[config.mk]
export PLATFORM = sky130hd
export DESIGN_NAME = dcps_mem_flat
export DESIGN_NICKNAME = d
export VERILOG_FILES = /design/src/rtl/dcps_pkg.sv /design/src/rtl/dcps_if.sv /design/src/rtl/dcps_mem.sv /design/src/flat_wrapper.sv
export SDC_FILE = /design/constraint.sdc
export NUM_CORES = 1
export LEC_CHECK = 0
export ABC_AREA = 0
export BUFFER_PORTS_ARGS = -buffer_cell sky130_fd_sc_hd__buf_2
export CAP_MARGIN = 20
export CORE_ASPECT_RATIO = 0.7
export CORE_MARGIN = 10
export CORE_UTILIZATION = 28
export CTS_CLUSTER_SIZE = 30
export DETAILED_ROUTE_END_ITERATION = 8
export PLACE_DENSITY = 0.44
export SYNTH_ARGS = -nofsm -noshare
export SYNTH_HDL_FRONTEND = slang
export SYNTH_SLANG_ARGS = --single-unit
[constraint.sdc]
create_clock -name clock -period 2.68 [get_ports clock]
set_input_delay 0.268 -clock clock [delete_from_list [all_inputs] [get_ports clock]]
set_output_delay 0.268 -clock clock [all_outputs]
set_load 0.03 [all_outputs]
[src/rtl/dcps_pkg.sv]
package dcps_pkg;
	// Command encoding {cs_n, ras_n, cas_n, we_n}
	localparam logic [3:0] CMD_NOP = 4'h7;
	localparam logic [3:0] CMD_REF = 4'h1;
	localparam logic [3:0] CMD_RD = 4'h5;
	localparam logic [3:0] CMD_WR = 4'h4;
	localparam logic [3:0] CMD_PRE = 4'h2;
	localparam logic [3:0] CMD_ACT = 4'h3;
	localparam logic [3:0] CMD_MRS = 4'h0;
	localparam logic [3:0] CMD_ZQ = 4'h6;
	// Timing counts in clock cycles, then the counter width in bits
	localparam int CKE_MIN_NCK = 3;
	localparam int MRD_NCK = 4;
	localparam int MOD_NCK = 12;
	localparam int XS_NCK = 30;
	localparam int XSDLL_NCK = 512;
	localparam int WR_AFTER_SRX_NCK = 512;
	localparam int XP_NCK = 3;
	localparam int RFC_NCK = 26;
	localparam int RP_NCK = 6;
	localparam int BURST_NCK = 4;
	localparam int CNT_W = 10;
	// Power states of the memory
	typedef enum logic [2:0] {
		ST_IDLE, ST_ACTIVE, ST_BUSY, ST_REFRESHING, ST_ACT_PD, ST_PRE_PD, ST_SELF_REF, ST_EXIT_WAIT
	} dcps_state_type;
endpackage

[src/rtl/dcps_if.sv]
interface dcps_if;
	logic cke;
	logic cs_n;
	logic ras_n;
	logic cas_n;
	logic we_n;
	modport mem (input cke, input cs_n, input ras_n, input cas_n, input we_n);
	modport ctl (output cke, output cs_n, output ras_n, output cas_n, output we_n);
endinterface

[src/rtl/dcps_mem.sv]
module dcps_mem (
	input wire logic clock,
	input wire logic rst,
	input wire logic ce,
	dcps_if.mem link,
	input wire logic odt_req,
	output logic [2:0] state_o,
	output logic idle_o,
	output logic refresh_run_o,
	output logic odt_on_o,
	output logic illegal_o
);
	dcps_pkg::dcps_state_type state_r, state_nxt;
	logic cke_s1_r, cke_s2_r, cke_prev_r, cke_prev_nxt;
	logic cke_s1_nxt, cke_s2_nxt;
	logic [3:0] cmd_s1_r, cmd_s2_r, cmd_s1_nxt, cmd_s2_nxt;
	logic [2:0] state_o_nxt;
	logic idle_o_nxt, refresh_run_o_nxt, odt_on_o_nxt, illegal_o_nxt;
	logic [dcps_pkg::CNT_W-1:0] busy_r, busy_nxt;
	logic illegal_r, illegal_nxt;
	logic odt_r, odt_nxt;
	logic [3:0] cmd;
	logic desnop;
	logic idle;

	// Pins come from the controller: two stages before use
	always_comb begin
		cke_s1_nxt = link.cke;
		cke_s2_nxt = cke_s1_r;
		cmd_s1_nxt = {link.cs_n, link.ras_n, link.cas_n, link.we_n};
		cmd_s2_nxt = cmd_s1_r;
	end

	// Stages reset to CKE high and deselect, the controller's reset levels
	// Resetting CKE low here would fake a CKE-low sequence right after reset
	always_ff @(posedge clock) begin
		if (rst) begin
			cke_s1_r <= 1'b1;
			cke_s2_r <= 1'b1;
			cmd_s1_r <= 4'hF;
			cmd_s2_r <= 4'hF;
		end else if (ce) begin
			cke_s1_r <= cke_s1_nxt;
			cke_s2_r <= cke_s2_nxt;
			cmd_s1_r <= cmd_s1_nxt;
			cmd_s2_r <= cmd_s2_nxt;
		end
	end

	// Decode; deselect ignores the strobes
	always_comb begin
		cmd = cmd_s2_r;
		desnop = cmd[3] || (cmd == dcps_pkg::CMD_NOP);
		idle = (state_r == dcps_pkg::ST_IDLE) && cke_prev_r && (busy_r == '0);
	end

	// State transitions on CKE(N-1), CKE(N) and current state
	always_comb begin
		state_nxt = state_r;
		busy_nxt = (busy_r != '0) ? busy_r - 1'b1 : busy_r;
		cke_prev_nxt = cke_s2_r;
		illegal_nxt = 1'b0;
		odt_nxt = odt_req && (state_r != dcps_pkg::ST_SELF_REF);
		unique case ({cke_prev_r, cke_s2_r})
			2'b00: begin
				// Low-power states keep state, commands ignored
				if (state_r != dcps_pkg::ST_ACT_PD && state_r != dcps_pkg::ST_PRE_PD
					&& state_r != dcps_pkg::ST_SELF_REF) begin
					illegal_nxt = 1'b1;
				end
				if (state_r == dcps_pkg::ST_ACT_PD || state_r == dcps_pkg::ST_PRE_PD) begin
					busy_nxt = busy_r;
				end
			end
			2'b01: begin
				if (!desnop) begin
					illegal_nxt = 1'b1;
				end else if (state_r == dcps_pkg::ST_SELF_REF) begin
					state_nxt = dcps_pkg::ST_EXIT_WAIT;
					busy_nxt = dcps_pkg::CNT_W'(dcps_pkg::XSDLL_NCK);
				end else if (state_r == dcps_pkg::ST_ACT_PD) begin
					state_nxt = dcps_pkg::ST_ACTIVE;
				end else if (state_r == dcps_pkg::ST_PRE_PD) begin
					state_nxt = dcps_pkg::ST_EXIT_WAIT;
					busy_nxt = dcps_pkg::CNT_W'(dcps_pkg::XP_NCK);
				end else begin
					illegal_nxt = 1'b1;
				end
			end
			2'b10: begin
				if (cmd == dcps_pkg::CMD_REF && idle) begin
					state_nxt = dcps_pkg::ST_SELF_REF;
				end else if (cmd == dcps_pkg::CMD_REF) begin
					illegal_nxt = 1'b1;
				end else if (!desnop) begin
					illegal_nxt = 1'b1;
				end else if (state_r == dcps_pkg::ST_ACTIVE) begin
					state_nxt = dcps_pkg::ST_ACT_PD;
				end else begin
					state_nxt = dcps_pkg::ST_PRE_PD;
				end
			end
			2'b11: begin
				// Normal command flow; bank tracking is a single open flag
				if (busy_r == '0 && (state_r == dcps_pkg::ST_BUSY || state_r == dcps_pkg::ST_REFRESHING
					|| state_r == dcps_pkg::ST_EXIT_WAIT)) begin
					state_nxt = dcps_pkg::ST_IDLE;
				end
				if (!cmd[3]) begin
					unique case (cmd)
						dcps_pkg::CMD_ACT: state_nxt = dcps_pkg::ST_ACTIVE;
						dcps_pkg::CMD_PRE: begin
							state_nxt = dcps_pkg::ST_BUSY;
							busy_nxt = dcps_pkg::CNT_W'(dcps_pkg::RP_NCK);
						end
						dcps_pkg::CMD_REF: begin
							state_nxt = dcps_pkg::ST_REFRESHING;
							busy_nxt = dcps_pkg::CNT_W'(dcps_pkg::RFC_NCK);
						end
						dcps_pkg::CMD_RD, dcps_pkg::CMD_WR: begin
							busy_nxt = dcps_pkg::CNT_W'(dcps_pkg::BURST_NCK);
						end
						dcps_pkg::CMD_MRS: begin
							state_nxt = dcps_pkg::ST_BUSY;
							busy_nxt = dcps_pkg::CNT_W'(dcps_pkg::MOD_NCK);
						end
						dcps_pkg::CMD_ZQ, dcps_pkg::CMD_NOP: ;
					endcase
				end
			end
		endcase
	end

	// Output values follow the next state so the ports come straight from flops
	always_comb begin
		state_o_nxt = state_nxt;
		idle_o_nxt = (state_nxt == dcps_pkg::ST_IDLE) && cke_prev_nxt && (busy_nxt == '0);
		refresh_run_o_nxt = (state_nxt == dcps_pkg::ST_SELF_REF);
		odt_on_o_nxt = odt_nxt;
		illegal_o_nxt = illegal_nxt;
	end

	// State, counters and outputs; CKE history starts high like the pin
	always_ff @(posedge clock) begin
		if (rst) begin
			state_r <= dcps_pkg::ST_IDLE;
			busy_r <= '0;
			cke_prev_r <= 1'b1;
			illegal_r <= 1'b0;
			odt_r <= 1'b0;
			state_o <= 3'h0;
			idle_o <= 1'b0;
			refresh_run_o <= 1'b0;
			odt_on_o <= 1'b0;
			illegal_o <= 1'b0;
		end else if (ce) begin
			state_r <= state_nxt;
			busy_r <= busy_nxt;
			cke_prev_r <= cke_prev_nxt;
			illegal_r <= illegal_nxt;
			odt_r <= odt_nxt;
			state_o <= state_o_nxt;
			idle_o <= idle_o_nxt;
			refresh_run_o <= refresh_run_o_nxt;
			odt_on_o <= odt_on_o_nxt;
			illegal_o <= illegal_o_nxt;
		end
	end
endmodule // dcps_mem

[src/flat_wrapper.sv]
// flat-port wrapper written by rule: the top's interface ports become plain ports
module dcps_mem_flat 
  (clock, rst, ce, odt_req, state_o, idle_o, refresh_run_o, odt_on_o, illegal_o, link_cke, link_cs_n, link_ras_n, link_cas_n, link_we_n);
  dcps_if link_i ();
  input wire logic clock;
  input wire logic rst;
  input wire logic ce;
  input wire logic odt_req;
  output logic [2:0] state_o;
  output logic idle_o;
  output logic refresh_run_o;
  output logic odt_on_o;
  output logic illegal_o;
  input wire logic [$bits(link_i.cke)-1:0] link_cke;
  input wire logic [$bits(link_i.cs_n)-1:0] link_cs_n;
  input wire logic [$bits(link_i.ras_n)-1:0] link_ras_n;
  input wire logic [$bits(link_i.cas_n)-1:0] link_cas_n;
  input wire logic [$bits(link_i.we_n)-1:0] link_we_n;
  assign link_i.cke = link_cke;
  assign link_i.cs_n = link_cs_n;
  assign link_i.ras_n = link_ras_n;
  assign link_i.cas_n = link_cas_n;
  assign link_i.we_n = link_we_n;
  dcps_mem u_core (.clock(clock), .rst(rst), .ce(ce), .link(link_i), .odt_req(odt_req), .state_o(state_o), .idle_o(idle_o), .refresh_run_o(refresh_run_o), .odt_on_o(odt_on_o), .illegal_o(illegal_o));
endmodule
==> impl_results.md <==
* Status: completed
* Fmax at 434.9 MHz
* CTS Sinks at 28
* Number of port buffers at 15
* Critical Path RT at 2.90 ns
* WS Path Type: reg -> reg
* Final Util at 0.3231
* Syn Area/Cell at 8.145 sq um
* Max-slew violations at 0
* Combinational share of power at 0.367
* Tcrit/Tclk final at 0.8580
* Initial drt markers at 279
* Reg power frac at 0.374
* Syn Nets at 274
* EDFF count, synth at 0
* Non-filler cells, final at 371
* CTS tree: done
* Max-Cap Viols at 0
* Synth unique cells at 74
* Worst Path Arrival at 2.52 ns
* Period minus WS final at 2.299 ns
* Psw at 499.2 uW
* Syn-to-layout area delta at 11.39%
* Max VDD drop at 194.4 uV
* Clk_skew at 0.006325 ns
* Post-synthesis sequential area ratio at 0.2617
* Die width at 124.5 um
* Vias in the first global route at 2012
* Reg clk slew, reported paths at 0.11 ns
* Setup bufs post-CTS at 0
* Layout Nets at 285
* Most frequent cells in the layout: dfxtp_1 (28), nand2_1 (27), nor2_1 (21)
* Initial antenna violation count at 0
* CP Max Fanout at 5
* RSZ-0062 raised after global routing: false
* Ys async rst share at 0
* DRC Markers at 0
* Net Sw Frac at 0.3655
* H-tree Lvls at 1
* Footprint of the multi-input gates at 0.001436 sq mm
* Prevailing post-synth register cell: dfxtp_1
* Placement Cell Area at 0.002315 sq mm
* Tot GR Track Use at 0.1084
* Die Height at 93.18 um
* Final instance area at 0.002386 sq mm
* Post-CTS Resized at 0
* Mapped Cells at 263
* Global-route wire length before repair at 10.68 mm
* Full die area at 0.01160 sq mm
* Setup TNS at 0 ns
* Area of the core at 0.007385 sq mm
* Clk_lat worst skew at 0.29 ns
* Clock Power Share at 0.258
* Starting Density at 0.2901
* YS warnings at 0
* Clock Path Buffers at 2
* Least-Margin Pin Slew at 0.6024 ns
* Routed Antenna Nets at 0
* Via density at 5.636
* Commonest non-fill, non-tap cell in the layout: dfxtp_1
* Ports at 16
* Pint at 866.6 uW
* Share of cells above drive strength 1 at 0.1941
* Placed Cells incl. Taps at 367
* HPWL Detailed at 4.812 mm
* FF/Latch Area at 560.5 sq um
* Overall power at 1366 uW
* Power Density at 572.4 mW/mm^2
* Fillcell total at 785
* Grt total ovfl at 0
* Drt total wl at 6.413 mm
* ANT cells at 0
* Post-synthesis cell area at 0.002142 sq mm
* Drt pass-1 iters at 5
* GPL Wtd Cong at 0.8584
* HP Class: in -> reg
* Clk root buf: clkbuf_8
* Leakage at 0.0009390 uW
* Startpoint types: flip-flop
* Setup crit end kind: flip-flop
* Number of hold buffers added after CTS at 0
* Clock buffer count from CTS at 3
* Final Hold Violating Endpoints at 0
* Routed len/inst at 17.29 um
* Largest net degree at the start of global routing at 20
* # setup viols final at 0
* FP Rows at 26
* Post-synthesis register bit count at 28
* Vias at 2091
* Worst rel slew slack at 0.5967
worst max-delay path, stage by stage (launching register included):
cell and delay, ns:
dfxtp_1 0.36, inv_1 0.13, ha_1 0.24, nor4b_4 0.27
and3_4 0.27, a211oi_1 0.10, a311oi_2 0.30, nor4b_2 0.31
nand4_1 0.13, o21ai_1 0.12
kinds of logic after synthesis:
kind of cell	share of synthesized area
simple gates	0.3002
compound gates	0.2903
buf+inv	0.06775
flops	0.2617
mux	0.05199
xor+xnor	0.01636
fa+ha+maj	0.01168
state kept, by name, indices dropped and copies added, names as in the netlist:
register / count
u_core.busy_r: 10
u_core.cke_prev_nxt: 1
u_core.cke_prev_r: 1
u_core.cke_s1_r: 1
u_core.cmd: 4
u_core.cmd_s1_r: 4
u_core.idle_o: 1
u_core.illegal_o: 1
u_core.odt_on_o: 1
u_core.refresh_run_o: 1
u_core.state_o: 3
worst paths after layout:
| path | start | end | slack [ns] | cells past startpoint |
|---|---|---|---|---|
| worst max-delay path | u_core.busy_r[1]$_SDFFE_PP0P_ | u_core.idle_o$_SDFFE_PP0P_ | 0.38 | 9 |
| worst min-delay path | link_ras_n | u_core.cmd_s1_r[2]$_SDFFE_PP1P_ | 0.19 | 3 |
| worst max register to register | u_core.busy_r[1]$_SDFFE_PP0P_ | u_core.idle_o$_SDFFE_PP0P_ | 0.38 | 9 |
| worst min register to register | u_core.odt_on_o$_SDFFE_PP0P_ | u_core.odt_on_o$_SDFFE_PP0P_ | 0.47 | 2 |
power groups by stage:
stage,registers (uW),clock network (uW),logic [uW]
floorplan,502,0,391
global placement,522,0,510
detailed placement,521,0,493
CTS,511,367,497
global route,518,380,557
finish,511,353,502
Yosys cell counts (4+ instances only):
master    number  area (sq um)
nor2_1        21         78.83
clkbuf_1       4         15.01
nor2b_1        4         25.02
nor3_1        10         50.05
buf_2          8         40.04
o21ai_0        8         40.04
a211oi_1       9         67.56
buf_4          4         30.03
dfxtp_1       28         560.5
inv_1          9         33.78
nand2b_1       4         25.02
mux2i_1       10         100.1
a31oi_1        6         37.54
nand2_1       27         101.4
nand3_1       12         60.06
o211ai_1       4         30.03
a21oi_1       14         70.07
metal layers:
layer  share of wire  global-route usage  vias to the layer above
met5               0                   0                        -
li1                -                   -                     1025
met3           0.084             0.02538                        6
met4          0.0089             0.02998                        0
met2            0.40              0.1563                       89
met1            0.51              0.1551                      971
layout make-up:
type,count,share of cell area
Sequential cell,28,0.2349
Timing Repair Buffer,26,0.06607
Clock inverter,1,0.01259
Clock buffer,3,0.01730
Multi-Input combinational cell,205,0.6020
Tap cell,98,0.05139
Inverter,10,0.01573
through the flow:
stage / worst slack [ns] / hold slack [ns]
detailed placement: 0.4124 / 0.4528
floorplan: 0.7515 / 0.3408
CTS: 0.3695 / 0.1856
global route: 0.1390 / 0.1926
finish: 0.3807 / 0.1878
global placement: 0.3838 / 0.4505
Power figures use the tool's default switching activity.
